$ cat src/hw/msp_consts.svh
// Purpose: Constants for the 1:n multiplex-section protection block
// Assumes: 40 MHz system clock, octet-wide section data
// Notes: Times are kept in their own units; cycle counts derive from them
`ifndef MSP_CONSTS_SVH
`define MSP_CONSTS_SVH
`define MSP_CLK_HZ 40000000
`define MSP_SWITCH_MS 50
`define MSP_SWITCH_CYC ((`MSP_SWITCH_MS * (`MSP_CLK_HZ / 1000)))
`define MSP_WTR_MIN_DEF 5
`define MSP_WTR_CYC_PER_MIN (60 * `MSP_CLK_HZ)
`define MSP_APS_CONFIRM 3
`define MSP_K1_POS 0
`define MSP_K2_POS 1
`define MSP_ALL_ONES 8'hFF
`define MSP_SRC_NONE 2'h0
`define MSP_SRC_EXTRA 2'h1
`define MSP_SRC_NORMAL 2'h2
`define MSP_SRC_TEST 2'h3
`define MSP_TEST_OCTET 8'hA5
// Status bit positions and width of the interrupt register
`define MSP_EV_SWITCH 0
`define MSP_EV_APS 1
`define MSP_EV_FAIL 2
`define MSP_EV_W 3
`endif

$ cat src/hw/msp_pkg.sv
// Purpose: Types for the 1:n multiplex-section protection block
// Assumes: Constants come from msp_consts.svh
// Notes: Section data travels as one packed struct per section
package msp_pkg;
    typedef struct packed {
        logic [7:0] data;
        logic fs;
    } msp_oct_t;
    typedef struct packed {
        logic fail;
        logic degrade;
    } msp_cond_t;
    typedef enum logic [2:0] {
        MSP_CMD_NONE = 3'b000,
        MSP_CMD_LOCKOUT = 3'b001,
        MSP_CMD_FORCED = 3'b010,
        MSP_CMD_MANUAL = 3'b011,
        MSP_CMD_CLEAR = 3'b100,
        MSP_CMD_EXERCISE = 3'b101
    } msp_cmd_t;
    typedef enum logic [1:0] {
        MSP_ST_IDLE = 2'b00,
        MSP_ST_SWITCHED = 2'b01,
        MSP_ST_WTR = 2'b10
    } msp_state_t;
endpackage : msp_pkg

$ cat src/hw/msp_prot.sv
// Purpose: 1:n multiplex-section protection: bridge, selector, trail and adaptation ends
// Assumes: Section clocks arrive as pins and are sampled on mclk_in; one shared frame
//          timing for all sections; K1 sits on the fs octet and K2 on the octet after it
// Notes: The annex priority machine is reduced to a request-priority compare
`timescale 1ns/1ps
`include "msp_consts.svh"
module msp_prot import msp_pkg::*; #(
    parameter int N = 14,
    parameter longint WTR_CYC = 64'h2_CB41_7800
) (
    input wire logic mclk_in,
    input wire logic rstn_in,
    input wire logic sec_clk_in,
    input wire msp_oct_t [N-1:0] norm_in,
    input wire msp_oct_t extra_in,
    input wire msp_oct_t [N:0] line_in,
    input wire msp_cond_t [N:0] line_cond_in,
    input wire logic [12:0] aps_tx_in,
    input wire logic switching_kind_select_in,
    input wire logic revert_kind_select_in,
    input wire logic spare_traffic_enable_in,
    input wire logic [1:0] prot_src_sel_in,
    input wire logic [3:0] prot_bridge_idx_in,
    input wire logic [31:0] restore_wait_period_in,
    input wire msp_cmd_t operator_command_in,
    input wire logic [3:0] operator_index_in,
    input wire logic fail_report_enable_in,
    input wire logic [3:0] reg_addr_in,
    input wire logic [31:0] reg_wdata_in,
    input wire logic reg_wr_in,
    input wire logic reg_rd_in,
    output logic [31:0] reg_rdata_out,
    output msp_oct_t [N:0] line_out,
    output msp_oct_t [N-1:0] norm_out,
    output msp_oct_t extra_out,
    output logic extra_fail_out,
    output logic [N-1:0] norm_fail_out,
    output logic [N-1:0] norm_degrade_out,
    output logic [12:0] aps_rx_out,
    output logic trail_fail_flag_out,
    output logic reported_fail_fault_out,
    output logic protocol_failure_fault_out,
    output logic [15:0] switch_count_report_out,
    output logic sec_clk_out,
    output logic irq_out
);
    localparam logic [3:0] A_STATUS = 4'h0;
    localparam logic [3:0] A_MASK = 4'h1;
    localparam logic [3:0] A_STATE = 4'h2;
    localparam int SW_CYC = `MSP_SWITCH_CYC;

    // Section clock sampled by mclk_in; frame position moves on its rising edge, the K2 window on its fall
    logic sck_s1_reg, sck_s2_reg, sck_s3_reg;
    always_ff @(posedge mclk_in or negedge rstn_in) begin
        if (!rstn_in) begin
            sck_s1_reg <= 1'b0;
            sck_s2_reg <= 1'b0;
            sck_s3_reg <= 1'b0;
        end else begin
            sck_s1_reg <= sec_clk_in;
            sck_s2_reg <= sck_s1_reg;
            sck_s3_reg <= sck_s2_reg;
        end
    end
    logic tick;
    assign tick = sck_s2_reg & ~sck_s3_reg;

    // Data pins pass two stages before use
    msp_oct_t [N:0] lin_s1_reg, lin_s2_reg;
    msp_oct_t [N-1:0] nin_s1_reg, nin_s2_reg;
    msp_oct_t ext_s1_reg, ext_s2_reg;
    always_ff @(posedge mclk_in or negedge rstn_in) begin
        if (!rstn_in) begin
            lin_s1_reg <= '0;
            lin_s2_reg <= '0;
            nin_s1_reg <= '0;
            nin_s2_reg <= '0;
            ext_s1_reg <= '0;
            ext_s2_reg <= '0;
        end else begin
            lin_s1_reg <= line_in;
            lin_s2_reg <= lin_s1_reg;
            nin_s1_reg <= norm_in;
            nin_s2_reg <= nin_s1_reg;
            ext_s1_reg <= extra_in;
            ext_s2_reg <= ext_s1_reg;
        end
    end

    // Octet position within a frame, for APS byte location
    logic [1:0] pos_reg;
    always_ff @(posedge mclk_in or negedge rstn_in) begin
        if (!rstn_in) begin
            pos_reg <= 2'h3;
        end else if (tick) begin
            if (lin_s2_reg[N].fs) pos_reg <= 2'h0;
            else if (pos_reg != 2'h3) pos_reg <= pos_reg + 2'h1;
        end
    end

    // Outgoing K2 spans the whole octet after the fs octet, bounded by section clock falls
    logic sck_fall;
    logic fs_mid_reg;
    logic k2_oct_reg;
    assign sck_fall = ~sck_s2_reg & sck_s3_reg;
    always_ff @(posedge mclk_in or negedge rstn_in) begin
        if (!rstn_in) begin
            fs_mid_reg <= 1'b0;
            k2_oct_reg <= 1'b0;
        end else begin
            if (tick) fs_mid_reg <= lin_s2_reg[N].fs;
            if (sck_fall) k2_oct_reg <= fs_mid_reg;
        end
    end

    // Protection switch state: selected working index and controlling state
    msp_state_t state_reg;
    logic [3:0] sel_reg;
    logic [3:0] pend_reg;
    logic pend_valid_reg;
    logic lock_reg;
    logic by_cmd_reg;
    logic [31:0] wtr_cnt_reg;
    logic [31:0] sw_cnt_reg;
    logic fop_reg;
    logic [15:0] psc_reg;

    // Highest-priority request: lockout blocks, forced and manual alike, fail, degrade
    logic req_any;
    logic [3:0] req_idx;
    always_comb begin
        req_any = 1'b0;
        req_idx = 4'h0;
        for (int i = N - 1; i >= 0; i--) begin
            if (line_cond_in[i].degrade) begin
                req_any = 1'b1;
                req_idx = 4'(i);
            end
        end
        for (int i = N - 1; i >= 0; i--) begin
            if (line_cond_in[i].fail) begin
                req_any = 1'b1;
                req_idx = 4'(i);
            end
        end
        if (lock_reg || line_cond_in[N].fail) begin
            req_any = 1'b0;
        end
    end

    logic cmd_req;
    assign cmd_req = (operator_command_in == MSP_CMD_FORCED)
                  || (operator_command_in == MSP_CMD_MANUAL);

    always_ff @(posedge mclk_in or negedge rstn_in) begin
        if (!rstn_in) begin
            lock_reg <= 1'b0;
        end else if (operator_command_in == MSP_CMD_LOCKOUT) begin
            lock_reg <= 1'b1;
        end else if (operator_command_in == MSP_CMD_CLEAR) begin
            lock_reg <= 1'b0;
        end
    end

    // Decision is made at once; it is taken up at the next frame start
    always_ff @(posedge mclk_in or negedge rstn_in) begin
        if (!rstn_in) begin
            state_reg <= MSP_ST_IDLE;
            pend_reg <= 4'h0;
            pend_valid_reg <= 1'b0;
            wtr_cnt_reg <= '0;
            by_cmd_reg <= 1'b0;
            psc_reg <= '0;
        end else begin
            unique case (state_reg)
                MSP_ST_IDLE: begin
                    if (!lock_reg && cmd_req && operator_index_in < 4'(N)) begin
                        pend_reg <= operator_index_in;
                        by_cmd_reg <= 1'b1;
                        pend_valid_reg <= 1'b1;
                        state_reg <= MSP_ST_SWITCHED;
                        psc_reg <= psc_reg + 16'h1;
                    end else if (req_any) begin
                        pend_reg <= req_idx;
                        by_cmd_reg <= 1'b0;
                        pend_valid_reg <= 1'b1;
                        state_reg <= MSP_ST_SWITCHED;
                        psc_reg <= psc_reg + 16'h1;
                    end
                end
                MSP_ST_SWITCHED: begin
                    if (lock_reg || operator_command_in == MSP_CMD_CLEAR) begin
                        pend_valid_reg <= 1'b0;
                        state_reg <= MSP_ST_IDLE;
                    end else if (!by_cmd_reg && !req_any && revert_kind_select_in) begin
                        // Operator switches hold until clear or lockout; a recovered fail or degrade reverts when revertive
                        wtr_cnt_reg <= restore_wait_period_in;
                        state_reg <= MSP_ST_WTR;
                    end
                end
                MSP_ST_WTR: begin
                    if (req_any || lock_reg) begin
                        state_reg <= lock_reg ? MSP_ST_IDLE : MSP_ST_SWITCHED;
                        pend_valid_reg <= !lock_reg;
                    end else if (wtr_cnt_reg == '0) begin
                        pend_valid_reg <= 1'b0;
                        state_reg <= MSP_ST_IDLE;
                    end else begin
                        wtr_cnt_reg <= wtr_cnt_reg - 32'h1;
                    end
                end
                default: state_reg <= MSP_ST_IDLE;
            endcase
        end
    end

    // Applied selection moves only on protection frame start
    logic sel_valid_reg;
    always_ff @(posedge mclk_in or negedge rstn_in) begin
        if (!rstn_in) begin
            sel_reg <= 4'h0;
            sel_valid_reg <= 1'b0;
        end else if (tick && lin_s2_reg[N].fs) begin
            sel_reg <= pend_reg;
            sel_valid_reg <= pend_valid_reg;
        end
    end

    // Switch time guard: a request not applied within 50 ms is a protocol fault
    always_ff @(posedge mclk_in or negedge rstn_in) begin
        if (!rstn_in) begin
            sw_cnt_reg <= '0;
            fop_reg <= 1'b0;
        end else if (pend_valid_reg != sel_valid_reg || pend_reg != sel_reg) begin
            sw_cnt_reg <= sw_cnt_reg + 32'h1;
            if (sw_cnt_reg >= 32'(SW_CYC)) fop_reg <= 1'b1;
        end else begin
            sw_cnt_reg <= '0;
        end
    end

    // APS extraction: protection instance only, three-frame confirmation
    logic [12:0] aps_cur_reg, aps_last_reg, aps_acc_reg;
    logic [1:0] aps_same_reg;
    logic aps_new;
    always_ff @(posedge mclk_in or negedge rstn_in) begin
        if (!rstn_in) begin
            aps_cur_reg <= '0;
            aps_last_reg <= '0;
            aps_acc_reg <= '0;
            aps_same_reg <= 2'h0;
        end else if (tick) begin
            if (pos_reg == 2'h3 && lin_s2_reg[N].fs) begin
                aps_cur_reg[12:5] <= lin_s2_reg[N].data;
            end else if (pos_reg == 2'(`MSP_K1_POS)) begin
                aps_cur_reg[4:0] <= lin_s2_reg[N].data[7:3];
                if ({aps_cur_reg[12:5], lin_s2_reg[N].data[7:3]} == aps_last_reg) begin
                    if (aps_same_reg != 2'(`MSP_APS_CONFIRM - 1)) begin
                        aps_same_reg <= aps_same_reg + 2'h1;
                    end else begin
                        aps_acc_reg <= aps_last_reg;
                    end
                end else begin
                    aps_same_reg <= 2'h1;
                end
                aps_last_reg <= {aps_cur_reg[12:5], lin_s2_reg[N].data[7:3]};
            end
        end
    end
    assign aps_new = (aps_acc_reg != aps_rx_out);

    // Source direction and sink selection, registered outputs
    always_ff @(posedge mclk_in or negedge rstn_in) begin
        if (!rstn_in) begin
            line_out <= '0;
            norm_out <= '0;
            extra_out <= '0;
            extra_fail_out <= 1'b0;
            norm_fail_out <= '0;
            norm_degrade_out <= '0;
            aps_rx_out <= '0;
            sec_clk_out <= 1'b0;
        end else begin
            sec_clk_out <= sck_s2_reg;
            aps_rx_out <= aps_acc_reg;
            for (int i = 0; i < N; i++) begin
                line_out[i] <= nin_s2_reg[i];
                if (sel_valid_reg && sel_reg == 4'(i)) begin
                    norm_out[i] <= lin_s2_reg[N];
                    norm_fail_out[i] <= line_cond_in[N].fail;
                    norm_degrade_out[i] <= line_cond_in[N].degrade;
                end else begin
                    norm_out[i] <= lin_s2_reg[i];
                    norm_fail_out[i] <= line_cond_in[i].fail;
                    norm_degrade_out[i] <= line_cond_in[i].degrade;
                end
            end
            if (sel_valid_reg) begin
                line_out[N] <= nin_s2_reg[sel_reg];
            end else if (prot_src_sel_in == `MSP_SRC_EXTRA && spare_traffic_enable_in) begin
                line_out[N] <= ext_s2_reg;
            end else if (prot_src_sel_in == `MSP_SRC_NORMAL && prot_bridge_idx_in < 4'(N)) begin
                line_out[N] <= nin_s2_reg[prot_bridge_idx_in];
            end else if (prot_src_sel_in == `MSP_SRC_TEST) begin
                line_out[N] <= '{data: `MSP_TEST_OCTET, fs: nin_s2_reg[0].fs};
            end else begin
                line_out[N] <= '{data: `MSP_ALL_ONES, fs: nin_s2_reg[0].fs};
            end
            // APS bytes are merged onto the protection line at their positions
            if (nin_s2_reg[0].fs) begin
                line_out[N].data <= aps_tx_in[12:5];
            end else if (k2_oct_reg) begin
                line_out[N].data <= {aps_tx_in[4:0], 3'h0};
            end
            if (sel_valid_reg) begin
                extra_out <= '{data: `MSP_ALL_ONES, fs: lin_s2_reg[N].fs};
                extra_fail_out <= 1'b1;
            end else begin
                extra_out <= lin_s2_reg[N];
                extra_fail_out <= line_cond_in[N].fail;
            end
        end
    end

    // Per-section fail levels gathered into one vector
    logic [N:0] cond_fail;
    for (genvar g = 0; g <= N; g++) begin : g_fail
        assign cond_fail[g] = line_cond_in[g].fail;
    end

    // Trail sink: fail when every connection is gone
    always_ff @(posedge mclk_in or negedge rstn_in) begin
        if (!rstn_in) begin
            trail_fail_flag_out <= 1'b0;
            reported_fail_fault_out <= 1'b0;
            protocol_failure_fault_out <= 1'b0;
            switch_count_report_out <= '0;
        end else begin
            trail_fail_flag_out <= &cond_fail;
            reported_fail_fault_out <= (&cond_fail) && fail_report_enable_in;
            protocol_failure_fault_out <= fop_reg;
            switch_count_report_out <= psc_reg;
        end
    end

    // Interrupt status: set wins over write-one-to-clear
    logic [`MSP_EV_W-1:0] ev, stat_reg, mask_reg;
    assign ev = {trail_fail_flag_out, aps_new, state_reg == MSP_ST_IDLE && req_any};
    always_ff @(posedge mclk_in or negedge rstn_in) begin
        if (!rstn_in) begin
            stat_reg <= '0;
            mask_reg <= '0;
            reg_rdata_out <= '0;
            irq_out <= 1'b0;
        end else begin
            stat_reg <= (stat_reg & ~((reg_wr_in && reg_addr_in == A_STATUS) ?
                         reg_wdata_in[`MSP_EV_W-1:0] : '0)) | ev;
            if (reg_wr_in && reg_addr_in == A_MASK) mask_reg <= reg_wdata_in[`MSP_EV_W-1:0];
            irq_out <= |(stat_reg & mask_reg);
            reg_rdata_out <= '0;
            if (reg_rd_in) begin
                unique case (reg_addr_in)
                    A_STATUS: reg_rdata_out <= 32'(stat_reg);
                    A_MASK: reg_rdata_out <= 32'(mask_reg);
                    A_STATE: reg_rdata_out <= {16'h0, psc_reg[7:0], 1'b0, sel_valid_reg,
                                               state_reg, sel_reg};
                    default: reg_rdata_out <= '0;
                endcase
            end
        end
    end

    // Idle configuration changes leave the selection untouched
    a_idle_no_sel: assert property (@(posedge mclk_in) disable iff (!rstn_in)
        (state_reg == MSP_ST_IDLE && !pend_valid_reg) |=> !sel_valid_reg || $past(sel_valid_reg))
        else $error("selection moved while idle");
    a_sel_frame: assert property (@(posedge mclk_in) disable iff (!rstn_in)
        $changed(sel_reg) |-> $past(tick && lin_s2_reg[N].fs))
        else $error("selector moved off frame start");
    a_extra_ais: assert property (@(posedge mclk_in) disable iff (!rstn_in)
        sel_valid_reg |=> extra_fail_out && extra_out.data == 8'hFF)
        else $error("extra traffic not forced to all-ones");
    a_trail_fail: assert property (@(posedge mclk_in) disable iff (!rstn_in)
        (&cond_fail) |=> trail_fail_flag_out)
        else $error("trail fail not raised");
    a_fault_gate: assert property (@(posedge mclk_in) disable iff (!rstn_in)
        !fail_report_enable_in |=> !reported_fail_fault_out)
        else $error("fault reported while disabled");
    a_work_feed: assert property (@(posedge mclk_in) disable iff (!rstn_in)
        1'b1 |=> line_out[0] == $past(nin_s2_reg[0]))
        else $error("working output not fed from normal");
    a_aps_hold: assert property (@(posedge mclk_in) disable iff (!rstn_in)
        $changed(aps_acc_reg) |-> $past(aps_same_reg) == 2'h2)
        else $error("APS accepted before three frames");
    a_wtr_wait: assert property (@(posedge mclk_in) disable iff (!rstn_in)
        (state_reg == MSP_ST_WTR && wtr_cnt_reg != '0 && !req_any && !lock_reg)
        |=> pend_valid_reg)
        else $error("reverted before restore period");
endmodule : msp_prot

$ cat config.mk
export PLATFORM = sky130hd
export DESIGN_NAME = msp_prot
export DESIGN_NICKNAME = d
export VERILOG_FILES = /design/src/hw/msp_pkg.sv /design/src/hw/msp_prot.sv
export VERILOG_INCLUDE_DIRS = /design/src /design/src/hw
export SDC_FILE = /design/constraint.sdc
export NUM_CORES = 1
export LEC_CHECK = 0
export ABC_AREA = 1
export BUFFER_PORTS_ARGS = -buffer_cell sky130_fd_sc_hd__buf_2
export CORE_AREA = 5 5 293 295
export DETAILED_ROUTE_END_ITERATION = 16
export DIE_AREA = 0 0 298 300
export REMOVE_ABC_BUFFERS = 1
export SLEW_MARGIN = 5
export SYNTH_ARGS = -nofsm -noshare
export SYNTH_HDL_FRONTEND = slang
export SYNTH_SLANG_ARGS = --single-unit
$ cat constraint.sdc
create_clock -name mclk_in -period 3.4 [get_ports mclk_in]
set_clock_uncertainty 0.1 [all_clocks]
set_input_delay 0.51 -clock mclk_in [delete_from_list [all_inputs] [get_ports mclk_in]]
set_output_delay 0.51 -clock mclk_in [all_outputs]
set_load 0.05 [all_outputs]
Word-level counts from Yosys, hierarchy flattened

Index checks and enable logic that the tools add are counted.

Add/sub/neg operators: 5
Multipliers: 0
Divide/modulo/power cells: 0
Order comparisons: 5
Equal/unequal tests: 40
Shifts and indexed selects: 0
Muxes and demuxes: 146
Bitwise gates (word level): 10
Reduce and logical (&&, ||, !) cells: 56

Operators with widths:

| kind                                                                                  | count |
|---|---|
| 9-bit 2-to-1 mux                                                                      | 20 |
| 32-bit 2-to-1 mux                                                                     | 5 |
| 4-bit 2-to-1 mux                                                                      | 30 |
| 9-bit binary-select mux with 4-bit select                                             | 2 |
| 1-bit 2-to-1 mux                                                                      | 68 |
| 32-bit one-hot mux with 2 select lines                                                | 1 |
| 16-bit 2-to-1 mux                                                                     | 3 |
| 16-bit one-hot mux with 3 select lines                                                | 1 |
| 32-bit by 1-bit adder with 32-bit output, second input constant                       | 1 |
| 32-bit by 21-bit greater-or-equal comparator with 1-bit output, second input constant | 1 |
| 32-bit logical NOT                                                                    | 1 |
| 32-bit by 1-bit subtractor with 32-bit output, second input constant                  | 1 |
| 1-bit logical AND                                                                     | 26 |
| 4-bit equality test, second input constant                                            | 6 |
| 8-bit 2-to-1 mux                                                                      | 3 |
| 2-bit 2-to-1 mux                                                                      | 10 |
| 16-bit by 1-bit adder with 16-bit output, second input constant                       | 1 |
| 4-bit by 3-bit equality test with 1-bit output, second input constant                 | 4 |
| 15-bit AND reduction                                                                  | 1 |
| 2-bit != test, second input constant                                                  | 7 |
| 13-bit equality test                                                                  | 1 |
| 13-bit != test                                                                        | 1 |
| 4-bit by 2-bit equality test with 1-bit output, second input constant                 | 3 |
| 4-bit by 5-bit less-than comparator with 1-bit output, second input constant          | 2 |
| 31 further kinds                                                                      | 63 |

Flip-flop bits (word level): 1,048
Bits in latches: 0
RAM bits: 0
ROM bits: 0
Input port bits: 403
Output and inout port bits: 365
Logic and storage cells: 475
Memories: 0

Depth between registers and ports, before layout

Depth after elaboration: 35
Gate-level depth with buffers: 29
Mapped depth without buffers: 29

Least setup slack after synthesis

Ideal clock, no wire load.

Path kind: reg2reg
From: register sw_cnt_reg[0]
To: register sw_cnt_reg[30]
Library setup time: 122 ps
Arrival time: 2,294 ps
Data required time: 3,178 ps
Setup slack: 884 ps
Stages on the path, launching flop included: 19
Buffers on the path: 0
Period minus slack after synthesis: 2,516 ps
Cell sequence: dfrtp_1 > ha_1 > nand4_1 > nor2_2 > nand2_1 > nor2_2 > nand3_2 > nor2_2 > nand3_2 > nor3_2 > nand2_1 > nor2_2 > nand4_2 > nor2_4 > nand2_4 > nor2_8 > nand3_2 > o21ai_1 > a21oi_1

Longest elaborated chain between the ends: 2

RTL lines:

| element                                  | RTL line        | source |
|---|---|---|
| start: declaration                       | msp_prot.sv:124 | `logic [31:0] sw_cnt_reg;` |
| start signal: assignment                 | msp_prot.sv:235 | `sw_cnt_reg <= sw_cnt_reg + 32'h1;` |
| 32-bit by 1-bit adder with 32-bit output | msp_prot.sv:235 |  |
| 32-bit 2-to-1 mux                        | msp_prot.sv:234 | `end else if (pend_valid_reg != sel_valid_reg \|\| pend_reg != sel_reg) begin` |

Every way passes these cells.
A chain may end at the register's enable or synchronous reset.

Worst setup path in the final report

From: input port line_cond_in[17] in the netlist's numbering
To: register wtr_cnt_reg[21]

Longest elaborated chain between the ends: 15
Elaborated cells on any way between the ends: 17
Those cells by class: 2 x eq/ne; 10 x mux; 5 x reduce/logical

RTL lines:

| element                                  | RTL line        | source |
|---|---|---|
| start: declaration                       | msp_prot.sv:17  | `input wire msp_cond_t [N:0] line_cond_in,` |
| 1-bit 2-to-1 mux (*) (9 in series)       | msp_prot.sv:141 | `if (line_cond_in[i].fail) begin` |
| 1-bit 2-to-1 mux (*)                     | msp_prot.sv:146 | `if (lock_reg \|\| line_cond_in[N].fail) begin` |
| 1-bit logical NOT                        | msp_prot.sv:195 | `end else if (!by_cmd_reg && !req_any && revert_kind_select_in) begin` |
| 1-bit logical AND (2 in series)          | msp_prot.sv:195 |  |
| 2-bit != test (no source line)           | n/a             |  |
| 5-bit AND reduction (no source line) (*) | n/a             |  |
| end signal: assignment                   | msp_prot.sv:197 | `wtr_cnt_reg <= restore_wait_period_in;` |
| end signal: assignment                   | msp_prot.sv:209 | `wtr_cnt_reg <= wtr_cnt_reg - 32'h1;` |
| end: declaration                         | msp_prot.sv:123 | `logic [31:0] wtr_cnt_reg;` |

Every way passes the cells marked *; elsewhere a longest branch is shown, timed or not.

==> metrics <==
WL/cell=21.8 um; # rows=106; Async SR Flop Fraction=1.00; clock slew seen by the registers of the worst setup and hold paths=0.06 ns; pin count of the biggest net entering global routing=117; post-synth top area cell=dfrtp_1; Final min period=3.00 ns; GRT Util Overall=0.245; Setup CP Type=input pin to register; GRT overflow=0; post-synthesis register bit count=1,031; first-pass GRT wire length=164 mm; critical path arrival=3.44 ns; TNS Setup=0 ns; Post-synth EDFFs=0; Max IR drop VDD=521 uV; status=finished clean; Skew-Pair Late Insertion Delay=0.67 ns; CTS tree=built; remaining antenna violation count after routing=0; Buf+Inv Stages, Crit Path=4; clock buffer depth=3; Num Clock Sinks=1,031; postcts setup bufs=0; actual slew at the worst max-slew pin=0.973 ns; Slew Viols, Final=0; Crit-path slowest cell=dlygate4sd3_1; Crit. End Element=register; gp weighted congestion=0.877; final-report hold violation count=0; first-pass iteration count of the detailed router=6; PD cells=706 mW/mm^2; DRC Markers=0; post-synth cell types=59; detailed-route wire length=111 mm; H-tree Lvls=3; Lkg Pwr=22.2 nW; Mapped Avg Cell Area=12.2 um^2; CTS Buf Count=102; WP data required=3.84 ns; Worst Hold Class=input pin to register; Startpoint Class=input pin; Worst path most repeated cell=nand3_1; post-synthesis sequential area ratio=0.752; DR vias=24,906; synthesis warning total=0; critical path's top delay family=simple AND/OR/NAND/NOR gates; nets=4,307; Port Buffer Count=720; CP Cell Sequence=dlygate4sd3_1, buf_2, nor2_1, nand2_1, nor3_1, nand4_1, nand3_1, nand3_1, o31ai_1, nand3_1, inv_2, buf_12, o21ai_0, o22ai_1; Mapped Cells=2,805; placed inst area=0.0396 mm^2; Initial Utilization=0.414; Design Area, Final=0.0460 mm^2; io pins=768; Tot Pwr=0.0325 W; CTS Root Cell=clkbuf_16; Max stage delay on crit path=0.53 ns; dominant synthesized flop cell=dfrtp_1; final setup violating endpoints=0; area of the mapped netlist=0.0343 mm^2; Area contributors post-synth=dfrtp_1 75%, nand2_1 4.7%, o21ai_0 4.3%, nor2_1 2.5%, inv_1 2.0%; chip height=300 um; initial antenna violation count=27; DR vias/cell=4.90; maximum clock frequency=334 MHz; CORE AREA=0.0829 mm^2; top-area cell type share of the netlist area=0.750; fraction of the cycle the final worst path needs=0.881; cts repair resizes=0; max cap viols=0; CP max FO=27; r2r setup slk=0.57 ns; vias in the first global route=26,041; DRT iter0 DRCs=1,880; Max transition margin=0.350; unrepaired setup endpoints after global routing=no; Die Footprint=0.0894 mm^2; Area Overhead vs Synth=34.0%; share of cells above drive strength 1=0.258; Final HPWL DP=80.1 mm; die width=298 um
[report_power, final]
| part | internal (W) | total (W) | switching [W] | leakage (nW) |
|---|---|---|---|---|
| clock | 0.00656 | 0.0114 | 0.00489 | 1.70 |
| combinational | 0.00192 | 0.00684 | 0.00492 | 8.25 |
| sequential | 0.0135 | 0.0142 | 0.000753 | 12.3 |
[through the flow]
step | worst slack (ns) | cells | utilization | hold WS (ns)
final | 0.404 | 5078 | 0.555 | 0.0307
after floorplan | 0.468 | 2704 | - | 0.114
after CTS | 0.466 | 5059 | 0.555 | 0.000724
after global placement | 0.293 | 4580 | 0.478 | 0.231
after global routing | 0.134 | 5075 | 0.555 | 0.0253
after detailed placement | 0.265 | 4580 | 0.478 | 0.235
[cells in the final DEF (no fill, tap or decap), types with 42 or more instances in the layout]
master | synthesis | layout
nand3_1 | 65 | 65
dlygate4sd3_1 | 0 | 289
o22ai_1 | 42 | 42
a21oi_1 | 123 | 123
dfrtp_1 | 1029 | 1029
buf_4 | 17 | 65
o21ai_0 | 294 | 294
inv_1 | 184 | 183
clkbuf_16 | 0 | 103
buf_2 | 1 | 719
nor2_1 | 228 | 219
nand2_1 | 434 | 434
[layer usage]
layer / GRT usage / up-vias / wire length (um)
li1: - / 11391 / -
met1: 0.302 / 12268 / 42900
met2: 0.406 / 985 / 53400
met3: 0.0725 / 252 / 8890
met4: 0.105 / 10 / 5320
met5: 0 / - / 64
[final timing paths]
kind	from	endpoint	depth (start not counted)
worst min-delay path	aps_tx_in[10]	line_out[132]	3
worst max register to register	wtr_cnt_reg[4]	wtr_cnt_reg[31]	17
worst max-delay path	line_cond_in[17]	wtr_cnt_reg[21]	14
min in group asynchronous	rstn_in	lin_s2_reg[66]	2
max in group asynchronous	rstn_in	norm_out[88]	4
worst min register to register	nin_s1_reg[12]	nin_s2_reg[12]	0
[tightest hold or removal path, delay by kind of cell]
family	cells	cell delay, ns
AO/OA/AOI/OAI	1	0.11
buffers and inverters	1	0.08
AND/OR/NAND/NOR	1	0.04
[layout make-up]
type,count,area (um^2)
tap,1080,1350
antenna,19,47.5
inverter,195,732
clock inverter,48,568
timing repair buffer,1085,7210
sequential,1031,25800
multi-input combinational,1478,7380
fill,6875,36900
clock buffer,142,2920
[synthesized netlist by cell type, types with 7 or more instances]
cell	n
a21oi_1	123
a22oi_1	29
buf_4	17
clkbuf_1	96
dfrtp_1	1029
ha_1	11
inv_1	184
nand2_1	434
nand3_1	65
nand4_1	27
nor2_1	228
nor2_2	8
nor3_1	29
nor3_2	7
nor4_1	15
o211ai_1	11
o21ai_0	294
o21ai_1	8
o221ai_1	7
o22ai_1	42
o31ai_1	9
or2_2	7
xnor2_1	12
xor2_1	34
[what timing repair did]
action / in CTS / in global routing
endpoints found under the setup margin: 0 / 0
endpoints found under the hold margin: 339 / 0
hold buffers: 289 / 0
[logic make-up after synthesis]
kind of cell	synth area share
and+or+nand+nor	0.106
muxes	0.000292
other	0.000109
adders and majority gates	0.00401
buffers and inverters	0.0360
DFF	0.752
AOI/OAI and AO/OA	0.0905
xor gates and xnor gates	0.0117
Power figures use the tool's default switching activity.
